`config.mk`:
```
export PLATFORM = sky130hd
export DESIGN_NAME = oed_output_enable_delay_timer
export DESIGN_NICKNAME = d
export VERILOG_FILES = /design/src/oed_pkg.sv /design/src/oed_timer_if.sv /design/src/oed_output_enable_delay_timer.sv /design/src/oed_tick_timer.sv
export SDC_FILE = /design/constraint.sdc
export NUM_CORES = 1
export LEC_CHECK = 0
export BUFFER_PORTS_ARGS = -buffer_cell sky130_fd_sc_hd__buf_4
export CAP_MARGIN = 20
export CORE_UTILIZATION = 59
export CTS_CLUSTER_DIAMETER = 120
export DETAILED_ROUTE_END_ITERATION = 8
export PLACE_DENSITY = 0.77
export SYNTH_ARGS = -nofsm -noshare
export SYNTH_HDL_FRONTEND = slang
export SYNTH_SLANG_ARGS = --single-unit
```
`constraint.sdc`:
```
create_clock -name sys_clk -period 2.7 [get_ports sys_clk]
set_clock_uncertainty 0.05 [all_clocks]
set_input_delay 0.27 -clock sys_clk [delete_from_list [all_inputs] [get_ports sys_clk]]
set_output_delay 0.27 -clock sys_clk [all_outputs]
set_load 0.02 [all_outputs]
```
`src/oed_pkg.sv`:
```
package oed_pkg;
	localparam logic [4:0] PTR_OUTPUT_ENABLE_COUNTER_CONTROL = 5'h07;
	localparam logic [4:0] PTR_FAULT_ALARM_STATUS = 5'h08;
	localparam logic [15:0] CONTROL_RESET = 16'h0000;
	localparam int DELAY_LSB = 8;
	localparam int DELAY_WIDTH = 4;
	localparam int ON_COUNT_LSB = 0;
	localparam int ON_COUNT_WIDTH = 8;
	localparam int FAULT_WIDTH = 9;
	localparam int CLK_KHZ = 200000;
	localparam int TICK_MS = 10;
	localparam int TICK_CYCLES_DEFAULT = CLK_KHZ * TICK_MS;
	localparam int COUNT_STEP_MS = 14;
	localparam int WATCHDOG_MS = 1000;
	localparam logic [6:0] WATCHDOG_TICKS = 7'(WATCHDOG_MS / TICK_MS);
endpackage : oed_pkg

```
`src/oed_timer_if.sv`:
```
`timescale 1ns/1ps
interface oed_timer_if;
	logic tick;
	logic restart;
	logic wd_start;
	logic wd_kick;
	logic wd_expired;
	modport timer (output tick, output wd_expired, input restart, input wd_start, input wd_kick);
	modport ctrl (input tick, input wd_expired, output restart, output wd_start, output wd_kick);
endinterface : oed_timer_if

```
`src/oed_output_enable_delay_timer.sv`:
```
`timescale 1ns/1ps
// Functional notes
// - Control register at pointer 7, read/write
// - Valid write loads delay; nonzero delay holds converter off
// - Delay counts down per tick, then enables
// - Delay scales with count times tick period
// - Nonzero on count enables output, zero disables
// - On count decrements per tick, then output off
// - Output timeout equals count times tick period
// - Timeout shutoff starts a one-second timer
// - Addressing within each second keeps output off
// - Fault status at pointer 8, read-only, live
// - Fault bit is one while fault present
// - Fault bits 8..0 map to fixed comparators
module oed_output_enable_delay_timer #(
	parameter int unsigned TICK_CYCLES = oed_pkg::TICK_CYCLES_DEFAULT
) (
	input wire logic sys_clk,
	input wire logic rst_n,
	input wire logic [4:0] reg_pointer,
	input wire logic reg_write,
	input wire logic [15:0] reg_write_data,
	output logic [15:0] reg_read_data,
	input wire logic link_addressed,
	input wire logic front_amp_sat_high,
	input wire logic front_amp_sat_low,
	input wire logic second_amp_sat_high,
	input wire logic second_amp_sat_low,
	input wire logic output_amp_common_mode,
	input wire logic neg_input_high,
	input wire logic neg_input_low,
	input wire logic pos_input_high,
	input wire logic pos_input_low,
	output logic converter_enable,
	output logic output_enable
);
	typedef struct packed {
		logic [15:0] control;
		logic [oed_pkg::DELAY_WIDTH-1:0] converter_start_delay_count;
		logic [oed_pkg::ON_COUNT_WIDTH-1:0] output_on_count;
		logic conv_en;
		logic out_on;
		logic [15:0] read_data;
	} oed_state_type;

	oed_state_type state;
	oed_state_type next_state;
	oed_timer_if tif();
	logic ctrl_write;
	logic [oed_pkg::FAULT_WIDTH-1:0] fault_flags;
	logic [oed_pkg::DELAY_WIDTH-1:0] wr_delay;
	logic [oed_pkg::ON_COUNT_WIDTH-1:0] wr_on;
	logic tick_now;
	logic delay_done;
	logic on_done;

	// Writes to the status pointer fall through here; the status word has no storage.
	function automatic logic is_control_write(
		input logic [4:0] pointer,
		input logic write
	);
		return write && (pointer == oed_pkg::PTR_OUTPUT_ENABLE_COUNTER_CONTROL);
	endfunction : is_control_write

	function automatic logic [oed_pkg::DELAY_WIDTH-1:0] delay_field(
		input logic [15:0] word
	);
		return word[oed_pkg::DELAY_LSB +: oed_pkg::DELAY_WIDTH];
	endfunction : delay_field

	function automatic logic [oed_pkg::ON_COUNT_WIDTH-1:0] on_field(
		input logic [15:0] word
	);
		return word[oed_pkg::ON_COUNT_LSB +: oed_pkg::ON_COUNT_WIDTH];
	endfunction : on_field

	// One countdown step; a counter parked at zero stays there until the next write.
	function automatic logic [oed_pkg::DELAY_WIDTH-1:0] delay_step(
		input logic [oed_pkg::DELAY_WIDTH-1:0] count,
		input logic tick
	);
		logic [oed_pkg::DELAY_WIDTH-1:0] result;
		result = count;
		if (tick && count != 4'h0) begin
			result = count - 4'h1;
		end
		return result;
	endfunction : delay_step

	function automatic logic [oed_pkg::ON_COUNT_WIDTH-1:0] on_step(
		input logic [oed_pkg::ON_COUNT_WIDTH-1:0] count,
		input logic tick
	);
		logic [oed_pkg::ON_COUNT_WIDTH-1:0] result;
		result = count;
		if (tick && count != 8'h00) begin
			result = count - 8'h01;
		end
		return result;
	endfunction : on_step

	// True on the tick that lets a count of one run out.
	function automatic logic delay_last(
		input logic [oed_pkg::DELAY_WIDTH-1:0] count,
		input logic tick
	);
		return tick && (count == 4'h1);
	endfunction : delay_last

	function automatic logic on_last(
		input logic [oed_pkg::ON_COUNT_WIDTH-1:0] count,
		input logic tick
	);
		return tick && (count == 8'h01);
	endfunction : on_last

	// Unmapped pointers read as zero so a stray read never shows stale data.
	function automatic logic [15:0] read_word(
		input logic [4:0] pointer,
		input logic [15:0] control,
		input logic [oed_pkg::FAULT_WIDTH-1:0] faults
	);
		logic [15:0] result;
		unique case (pointer)
			oed_pkg::PTR_OUTPUT_ENABLE_COUNTER_CONTROL: begin
				result = control;
			end

			oed_pkg::PTR_FAULT_ALARM_STATUS: begin
				result = {7'h00, faults};
			end

			default: begin
				result = 16'h0000;
			end
		endcase
		return result;
	endfunction : read_word

	oed_tick_timer #(
		.TICK_CYCLES(TICK_CYCLES)
	) u_tick_timer (
		.sys_clk(sys_clk),
		.rst_n(rst_n),
		.tif(tif.timer)
	);

	assign fault_flags[8] = front_amp_sat_high;
	assign fault_flags[7] = front_amp_sat_low;
	assign fault_flags[6] = second_amp_sat_high;
	assign fault_flags[5] = second_amp_sat_low;
	assign fault_flags[4] = output_amp_common_mode;
	assign fault_flags[3] = neg_input_high;
	assign fault_flags[2] = neg_input_low;
	assign fault_flags[1] = pos_input_high;
	assign fault_flags[0] = pos_input_low;

	assign ctrl_write = is_control_write(reg_pointer, reg_write);
	assign wr_delay = delay_field(reg_write_data);
	assign wr_on = on_field(reg_write_data);
	assign tick_now = tif.tick;
	assign delay_done = delay_last(state.converter_start_delay_count, tick_now);
	assign on_done = on_last(state.output_on_count, tick_now);

	assign tif.restart = ctrl_write;
	// Shutoff happens on the tick that takes the on count from one to zero.
	assign tif.wd_start = !ctrl_write && on_done && state.out_on;
	assign tif.wd_kick = link_addressed;

	always_comb begin
		next_state = state;
		if (ctrl_write) begin
			next_state.control = reg_write_data;
			next_state.converter_start_delay_count = wr_delay;
			next_state.conv_en = (wr_delay == 4'h0);
			next_state.output_on_count = wr_on;
			next_state.out_on = (wr_on != 8'h00);
		end else begin
			next_state.converter_start_delay_count =
				delay_step(state.converter_start_delay_count, tick_now);
			if (delay_done) begin
				next_state.conv_en = 1'b1;
			end

			next_state.output_on_count = on_step(state.output_on_count, tick_now);
			if (on_done) begin
				next_state.out_on = 1'b0;
			end

			// Silence on the link for a full second hands the pin back to the output.
			if (tif.wd_expired) begin
				next_state.out_on = 1'b1;
			end
		end
		next_state.read_data = read_word(reg_pointer, state.control, fault_flags);
	end

	always_ff @(posedge sys_clk or negedge rst_n) begin
		if (!rst_n) begin
			state.control <= oed_pkg::CONTROL_RESET;
			state.converter_start_delay_count <= 4'h0;
			state.output_on_count <= 8'h00;
			state.conv_en <= 1'b1;
			state.out_on <= 1'b0;
			state.read_data <= 16'h0000;
		end else begin
			state <= next_state;
		end
	end

	assign reg_read_data = state.read_data;
	assign converter_enable = state.conv_en;
	assign output_enable = state.out_on;
endmodule : oed_output_enable_delay_timer

```
`src/oed_tick_timer.sv`:
```
`timescale 1ns/1ps
module oed_tick_timer #(
	parameter int unsigned TICK_CYCLES = oed_pkg::TICK_CYCLES_DEFAULT
) (
	input wire logic sys_clk,
	input wire logic rst_n,
	oed_timer_if.timer tif
);
	typedef struct packed {
		logic [31:0] div_count;
		logic tick;
		logic [6:0] wd_count;
		logic wd_running;
		logic wd_expired;
	} oed_tick_state_type;

	oed_tick_state_type state;
	oed_tick_state_type next_state;

	always_comb begin
		next_state = state;
		next_state.tick = 1'b0;
		next_state.wd_expired = 1'b0;
		if (tif.restart) begin
			// Realigning the divider on each control write makes a count of N last exactly N ticks.
			next_state.div_count = 32'h00000000;
			next_state.wd_running = 1'b0;
		end else begin
			if (state.div_count == 32'(TICK_CYCLES - 1)) begin
				next_state.div_count = 32'h00000000;
				next_state.tick = 1'b1;
			end else begin
				next_state.div_count = state.div_count + 32'h00000001;
			end
			if (tif.wd_start) begin
				next_state.wd_count = oed_pkg::WATCHDOG_TICKS;
				next_state.wd_running = 1'b1;
			end else if (state.wd_running && tif.wd_kick) begin
				next_state.wd_count = oed_pkg::WATCHDOG_TICKS;
			end else if (state.wd_running && state.tick) begin
				if (state.wd_count == 7'h01) begin
					next_state.wd_running = 1'b0;
					next_state.wd_expired = 1'b1;
				end
				next_state.wd_count = state.wd_count - 7'h01;
			end
		end
	end

	always_ff @(posedge sys_clk or negedge rst_n) begin
		if (!rst_n) begin
			state <= '0;
		end else begin
			state <= next_state;
		end
	end

	assign tif.tick = state.tick;
	assign tif.wd_expired = state.wd_expired;
endmodule : oed_tick_timer

```
==> results of run 1 <==
-- layout make-up --
class / count / area [um2]
Timing Repair Buffer: 63 / 500.5
Fill cell: 589 / 2261
Sequential cell: 88 / 2203
Multi-Input combinational cell: 327 / 2052
Tap cell: 99 / 123.9
Clock buffer: 9 / 123.9
Clock inverter: 7 / 52.55
Inverter: 14 / 52.55
-- layer usage --
metal	share of wire (%)	GRT usage, %
met2	51	44.72
met1	42	31.48
met5	0	0
met4	1.6	9.274
met3	5.5	5.668
-- cell usage in the layout (no fill, tap or decap), drive strengths merged, types with 3 or more instances in the layout --
| master | netlist | routed |
|---|---|---|
| ha | 7 | 7 |
| a31oi | 4 | 4 |
| nor4b | 4 | 4 |
| o21a | 4 | 4 |
| nand2 | 59 | 59 |
| and2 | 3 | 3 |
| dfrtp | 87 | 87 |
| nor4 | 15 | 15 |
| xnor2 | 8 | 8 |
| inv | 14 | 17 |
| a211oi | 17 | 17 |
| nand3 | 11 | 11 |
| nor2 | 18 | 18 |
| o31ai | 12 | 12 |
| or4 | 16 | 16 |
| a22o | 10 | 10 |
| a21oi | 16 | 16 |
| clkinv | 0 | 3 |
| nand4 | 17 | 17 |
| xor2 | 8 | 8 |
| nor3 | 16 | 16 |
| clkbuf | 13 | 9 |
| buf | 28 | 62 |
| or3 | 12 | 12 |
| mux2 | 3 | 3 |
| o21ai | 23 | 23 |
| and4 | 6 | 6 |
| and3 | 14 | 14 |
-- repair_timing --
action                    4_1_cts  5_1_grt
hold endpoints to repair       54        0
hold buffers                    1        0
resized for setup               0        0
-- sequential cells by signal, summed over array words and instances, names as in the netlist --
| name | flops |
|---|---|
| u_tick_timer.state | 40 |
| u_tick_timer.tif.wd_expired | 1 |
| converter_enable | 1 |
| state | 28 |
| reg_read_data | 16 |
| u_tick_timer.tif.tick | 1 |
| output_enable | 1 |
-- through the flow --
| stage | power [mW] | hold slack [ns] |
|---|---|---|
| 4_1_cts | 3.309 | 0.02404 |
| 6_report | 3.284 | 0.04154 |
| 5_1_grt | 3.489 | 0.03699 |
| 3_5_place_dp | 2.478 | 0.3173 |
| 2_1_floorplan | 2.258 | -0.07559 |
| 3_3_place_gp | 2.435 | 0.3101 |
-- logic make-up (layout without fill, tap and decap cells) --
family / count (synthesis) / in the layout / share of synthesized area (%)
AOI/OAI and AO/OA: 96 / 96 / 14.12
xor gates and xnor gates: 16 / 16 / 3.065
adders and majority gates: 7 / 7 / 1.916
buffers and inverters: 55 / 93 / 6.951
DFF: 88 / 88 / 48.19
muxes: 5 / 5 / 1.177
and+or+nand+nor: 203 / 203 / 24.58
-- synthesized netlist by cell type (8+ instances only) --
library cell,count,share of area (%)
nor2_1,18,1.5
nor4_1,14,1.9
or3_1,12,1.6
and3_1,12,1.6
or4_1,16,2.6
buf_4,19,3.1
o21ai_0,23,2.5
nand3_1,11,1.2
o31ai_1,12,2.0
a21oi_1,16,1.8
nand2_1,59,4.8
a22o_1,10,1.9
xor2_1,8,1.5
dfrtp_1,87,48
xnor2_1,8,1.5
nor3_1,16,1.8
inv_1,14,1.1
nand4_1,17,2.3
clkbuf_1,13,1.1
a211oi_1,17,2.8
-- final timing paths --
| check | endpoint | slack, ns | depth (start not counted) |
|---|---|---|---|
| setup / recovery | u_tick_timer.state[41]$_DFF_PN0_ | 0.40 | 4 |
| hold / removal | reg_read_data[10]$_DFF_PN0_ | 0.04 | 2 |
| setup reg to reg | u_tick_timer.state[41]$_DFF_PN0_ | 0.40 | 4 |
| hold reg to reg | state[43]$_DFFE_PN0N_ | 0.42 | 2 |
| max in group asynchronous | converter_enable$_DFFE_PN1P_ | 1.38 | 3 |
| min in group asynchronous | reg_read_data[4]$_DFF_PN0_ | 0.44 | 2 |
-- report_power, final --
| group | total [mW] | switching [mW] | leakage (nW) | internal, mW |
|---|---|---|---|---|
| Sequential | 1.85 | 0.295 | 1.10 | 1.56 |
| Clock | 0.819 | 0.477 | 0.0904 | 0.342 |
| Combinational | 0.613 | 0.313 | 1.03 | 0.301 |
==> flow_results.org, run 1 <==
** Global routing
- Total global routing overflow :: 0
- Entering global routing, the biggest net connects 57 pins.
- For this run, the total global-route usage over all layers was measured as 25.75%.
- Wire length of the first global-routing pass :: 16.80 mm
- The number of global-route vias before repair was 3659.
- Initial antenna violation count :: 0

** Clocking
- Max clock buf depth :: 2
- Htree depth :: 3
- After clock tree synthesis, the setup repair step added 0 buffers.
- TritonCTS built the clock tree.
- Clk_lat worst skew :: 0.36 ns
- CTS buffer count :: 9
- Library cell used as clock root buffer :: clkbuf_8
- Clock edge transition at the registers on the reported setup and hold paths :: 0.09 ns
- Clock sink count :: 88

** Yosys
- EDFF count, synth :: 0
- Counting flops and latches in the post-synthesis netlist gives 88.
- Primary FF master, synth :: dfrtp_1
- Proportion of register bits with asynchronous set or reset after synthesis :: 100.0%
- After technology mapping, the gate count stands at 470.
- Unique masters post-synth :: 53
- Total of warnings raised by yosys :: 0
- Netlist Area Pre-Place :: 4572 um2
- Sequential fraction of the synthesis area :: 48.19%
- Counting every net in the synthesized netlist gives 511.
- Average cell area after synthesis :: 9.727 um2

** Pwr
- Total leakage power :: 2.218 nW
- P per Cell Area :: 642.9 nW/um2
- Maximum resistive drop on vdd :: 0.4038 mV

** STA
- Final setup violating endpoints :: 0
- Total count of hold-check failures in the final report :: 0
- Rel. slew slack :: 49.85%
- The worst path in the final design needs a cycle of 2.303 ns, including I/O delays and setup.
- Fraction of the cycle the final worst path needs :: 85.30%
- Max-slew violation count :: 0
- Final WS setup :: 0.3968 ns
- Transition time at the pin with the least slew margin :: 0.7461 ns
- Derived from the worst setup path, the maximum achievable clock frequency is 434.2 MHz.
- Summed over all failing endpoints, the final setup total negative slack is 0 ns.
- Unrepaired setup endpoints after global routing :: false

** Layout
- Area added between synthesis and finish :: 11.74%
- The repair_antennas step left the layout with diodes totalling 0.
- The count of cells in the finished layout, fillers not included, comes to 607.
- Share of the core filled with cells in the final layout :: 69.32%
- After routing the design area is 5109 um2.
- Of the cells placed in the final design, the portion with a size suffix greater than 1 is 18.11%.
- Nets@finish :: 544

** Critical path
- Worst setup SP type :: flop
- The setup path with the least slack is of type reg2reg.
- CP Capture Type :: flop
- The most critical setup path has its startpoint at u_tick_timer.state[26]$_DFF_PN0_.
- Data on the critical path is required at its endpoint by 2.92 ns.
- The critical path contains buffers and inverters numbering 0 combined.
- The most numerous cell type found on the critical path is or4_1.
- The worst register-to-register path begins at u_tick_timer.state[26]$_DFF_PN0_.
- Traced cell by cell, the critical path runs through nand4_1 > or4_1 > or4_1 > a211oi_1.
- Data arrival time at the worst-slack endpoint :: 2.52 ns
- The kind of cell with the highest combined delay along the critical path is simple AND/OR/NAND/NOR gates.
- The largest individual stage delay along the critical path comes from the cell or4_1.
- Maximum fanout along the worst path :: 16
- Biggest cell delay along the critical path :: 0.73 ns

** Placed design
- Routability-driven placement finished with a final weighted congestion of 0.8855.
- Prior to clock tree synthesis, the placed netlist has a worst setup slack of 0.4113 ns.
- In this run the tool buffered the top-level ports with 51 buffer cells.
- The number of placed instances, taps included, is 590.
- Final HPWL DP :: 6.963 mm
- Standard cell area after detailed placement :: 4922 um2

** Flow run
- Max-cap violations in this run came to 0.

** Floorplan
- Initial core utilization :: 62.04%
- From bottom edge to top edge, the die measures 90.03 um.
- 52 I/O pins were placed.
- Measured along the x axis, the die boundary spans 90.03 um.
- The total area inside the core boundary comes to 7370 um2.
- The die covers 8105 um2.
- Std cell rows :: 31

** Detailed routing
- Across all layers, the routed design uses 3754 vias.
- Iter 0 DRT Violations :: 145
- Per-cell routed wire length :: 16.01 um
- The first detailed-routing pass ran for 5 iterations.
- Routed wire length :: 9.721 mm
- Post-DRT Antenna Nets :: 0
- Drc violations :: 0
- Via density :: 6.185

** Hold path
- Launch point of the worst hold path :: reg_pointer[4]
- Worst hold path class :: in2reg

** Status
- Status :: complete, no violations
(Power assumes the default switching activity.)
==> run 2: changes to the inputs <==
ABC_AREA = 1   (was not set)
==> flow_results.org, run 2 <==
** Detailed routing
- Summed over all layers, the routed wires come to 10.61 mm.
- Via density :: 5.213
- After detailed routing, the average wire length per cell comes to 13.25 um.
- The first detailed-routing pass took 5 iterations.
- Iter 0 DRT Violations :: 319
- Vias after detailed routing :: 4176
- Post-DRT Antenna Nets :: 0
- In the routed design, unresolved DRC markers number 0.

** Floorplan
- Die Span Y :: 92.55 um
- After floorplanning, the core was divided into 32 placement rows.
- Initial core utilization :: 61.64%
- Die extent in x :: 92.55 um
- Ports :: 52
- The total area inside the core boundary comes to 7848 um2.
- The floorplan step defined a die boundary enclosing 8565 um2.

** Yosys
- Yosys printed 0 warnings.
- Unique masters post-synth :: 33
- Dividing the synthesized area by the synthesized cell count gives 7.396 um2.
- By area the synthesized netlist is led by dfrtp_1 45%, nand2_1 14%, nor2_1 8.5%.
- Proportion of register bits with asynchronous set or reset after synthesis :: 100.0%
- Sequential fraction of the synthesis area :: 45.55%
- Netlist Area Pre-Place :: 4837 um2
- Summed over its instances, the top area cell type makes up 45.01% of the synthesized netlist area.
- In this run, synthesis produced a sequential element count of 88.
- After synthesis, the most frequently instantiated cells are 183 x nand2_1, 110 x nor2_1, 87 x dfrtp_1, 80 x inv_1, 52 x nand3_1.
- EDFF count, synth :: 0
- Yosys instantiated no cell more often than nand2_1.
- The number of nets handed over by synthesis was 695.
- The synthesized design spends more area on one cell type than any other, namely dfrtp_1.
- Primary FF master, synth :: dfrtp_1
- Post-Synthesis Cells :: 654

** Clocking
- Htree depth :: 3
- Gates resized during post-CTS repair numbered 0.
- CTS tree :: built
- Clock sink count :: 88
- CTS buffer count :: 9
- The clock passes through at most 2 buffers.
- Library cell used as clock root buffer :: clkbuf_8
- For the worst-skew pair, the clock arrives at the later sink with an insertion delay of 0.37 ns.
- After clock tree synthesis, the clock-pin slew on the worst setup and hold paths is 0.09 ns.

** Layout
- The post-route netlist has 13.73% of its cells at a drive strength greater than 1.
- Area added between synthesis and finish :: 12.47%
- The register with the most flip-flops in the layout has 40 of them.
- 0 antenna diodes ended up in the layout.
- The library cells used most frequently in the layout, excluding fill and tap cells, are 183 x nand2_1, 110 x nor2_1, 87 x dfrtp_1.
- The net count of the finished layout is 736.
- Counting the fill cells in the layout gives 662.
- Leaving out fill and tap cells, the most frequent cell in the layout is nand2_1.
- Multi-input gate area in the final layout :: 2157 um2
- The sequential cells in the finished layout cover a total of 2203 um2.
- Post-route cell area :: 5440 um2
- Largest register by flop count :: u_tick_timer.state
- Non-filler instance count after layout :: 801

** Critical path
- In this run the critical register-to-register path is launched from u_tick_timer.state[10]$_DFF_PN0_.
- In this run the critical register-to-register path is captured at u_tick_timer.state[15]$_DFF_PN0_.
- The worst setup path is launched from a flop.
- In this run the worst path has a maximum fanout of 9.
- CP Capture Type :: flop
- The critical path is of the reg2reg type.
- STA puts the critical path data arrival time at 1.99 ns.
- R2R depth :: 8
- Flop-to-flop setup slack :: 0.91 ns
- Data on the critical path is required at its endpoint by 2.90 ns.

** STA
- Final min period :: 1.790 ns
- Unrepaired setup endpoints after global routing :: false
- Setup violations remaining at the end of the flow were counted as 0.
- Total negative setup slack :: 0 ns
- Total count of hold-check failures in the final report :: 0
- The worst path uses 66.31% of the clock period.
- Transition time at the pin with the least slew margin :: 0.5159 ns
- Headroom to the max-slew limit came out at 65.61%.
- Peak clock frequency supported by timing :: 558.5 MHz
- Max-slew violation count :: 0

** Global routing
- Initial antenna violation count :: 0
- Entering global routing, the biggest net connects 49 pins.
- The first global-routing pass estimated 18.04 mm of wire.
- The number of global-route vias before repair was 3961.
- GRT Resource Usage Total :: 26.70%
- Total global routing overflow :: 0

** Hold path
- The path with the worst hold slack has its endpoint at state[43]$_DFFE_PN0N_.
- The worst hold path was traced through 3 stages.
- In this run the worst hold path is classified as in2reg.
- The worst hold path begins at reg_write_data[13].

** Pwr
- Total leakage power :: 2.732 nW
- P per Cell Area :: 652.1 nW/um2
- Maximum resistive drop on vdd :: 0.4519 mV

** Status
- The flow ran to the end, and the final reports show no timing, DRC or antenna violations.

** Placed design
- In this run the tool buffered the top-level ports with 51 buffer cells.
- At the end of routability-driven placement, the weighted congestion stood at 0.9462.
- Cell count after placement :: 785
- Standard cell area after detailed placement :: 5214 um2
- Once detailed placement completed, the half-perimeter wirelength came to 7.865 mm.

** Flow run
- The tool flagged a number of max-cap violations equal to 0.
[run 2: changes by cell type after synthesis, moves of 11 or more]
| cell | change |
|---|---|
| a211oi_1 | -17 |
| a21oi_1 | -13 |
| and3_1 | -12 |
| clkbuf_1 | -12 |
| inv_1 | +66 |
| nand2_1 | +124 |
| nand3_1 | +41 |
| nand4_1 | -12 |
| nor2_1 | +92 |
| nor4_1 | -11 |
| o31ai_1 | -12 |
| or3_1 | -12 |
| or4_1 | -16 |
[run 2: cell families (layout without fill, tap and decap cells)]
logic type,Yosys count,count (layout),synth area share [%]
fa+ha+maj,7,7,1.811
flops,88,88,45.55
xor+xnor,19,19,3.440
buf+inv,108,153,9.855
compound gates,45,45,5.070
simple gates,387,387,34.27
[run 2: through the flow]
step | utilization (%) | hold WS [ns] | power [mW] | setup WS [ns]
finish | 69.32 | 0.06647 | 3.547 | 0.9096
global route | 69.32 | 0.08324 | 3.756 | 0.7497
floorplan | - | -0.07559 | 2.283 | 1.263
global placement | 66.44 | 0.2258 | 2.490 | 0.7992
detailed placement | 66.44 | 0.2266 | 2.528 | 0.7317
CTS | 69.32 | 0.06249 | 3.547 | 0.9035
[run 2: final cells by class]
type                       instances  share of cell area, %
multi-input combinational        458                  39.65
sequential                        88                  40.50
inverter                          84                  5.796
timing repair buffer              54                  7.728
clock buffer                       9                  2.277
clock inverter                     6                  1.702
tap                              102                  2.346
[run 2: repair_timing]
item                                   4_1_cts  5_1_grt
hold buffers                                 1        0
setup endpoints to repair                    0        0
endpoints found under the hold margin       39        0
buffers inserted                             0        0
[run 2: report_power, final]
part | switching (mW) | total [mW] | internal (mW)
combinational | 0.487 | 0.785 | 0.298
clock | 0.508 | 1.03 | 0.525
sequential | 0.187 | 1.73 | 1.54
[run 2: worst max path at each step]
| stage | startpoint | to | slack (ns) | cells after the start |
|---|---|---|---|---|
| floorplan | u_tick_timer.state[10]$_DFF_PN0_ | u_tick_timer.state[26]$_DFF_PN0_ | 1.26 | 7 |
| global placement | reg_pointer[3] | u_tick_timer.tif.tick$_DFF_PN0_ | 0.80 | 8 |
| detailed placement | reg_pointer[3] | u_tick_timer.state[18]$_DFF_PN0_ | 0.73 | 8 |
| CTS | u_tick_timer.state[10]$_DFF_PN0_ | u_tick_timer.state[15]$_DFF_PN0_ | 0.90 | 8 |
| global route | u_tick_timer.state[10]$_DFF_PN0_ | u_tick_timer.state[15]$_DFF_PN0_ | 0.75 | 8 |
| finish | u_tick_timer.state[10]$_DFF_PN0_ | u_tick_timer.state[15]$_DFF_PN0_ | 0.91 | 8 |
[run 2: metal layers]
| metal | GRT usage [%] | part of all wire [%] | vias up |
|---|---|---|---|
| met5 | 0 | 0 | - |
| met4 | 10.29 | 1.9 | 0 |
| met3 | 3.120 | 4.9 | 20 |
| met2 | 42.22 | 46 | 125 |
| met1 | 37.75 | 47 | 1929 |
| li1 | - | - | 2102 |
[run 2: worst max-delay path, stage by stage, from the launching register on]
cell and delay, ns:
dfrtp_1 0.47, ha_1 0.21, nand2_1 0.11, nor2_1 0.16, nand3_1 0.20, nor2_1 0.16, nand2_1 0.07, nand2_2 0.18
nor2_1 0.07
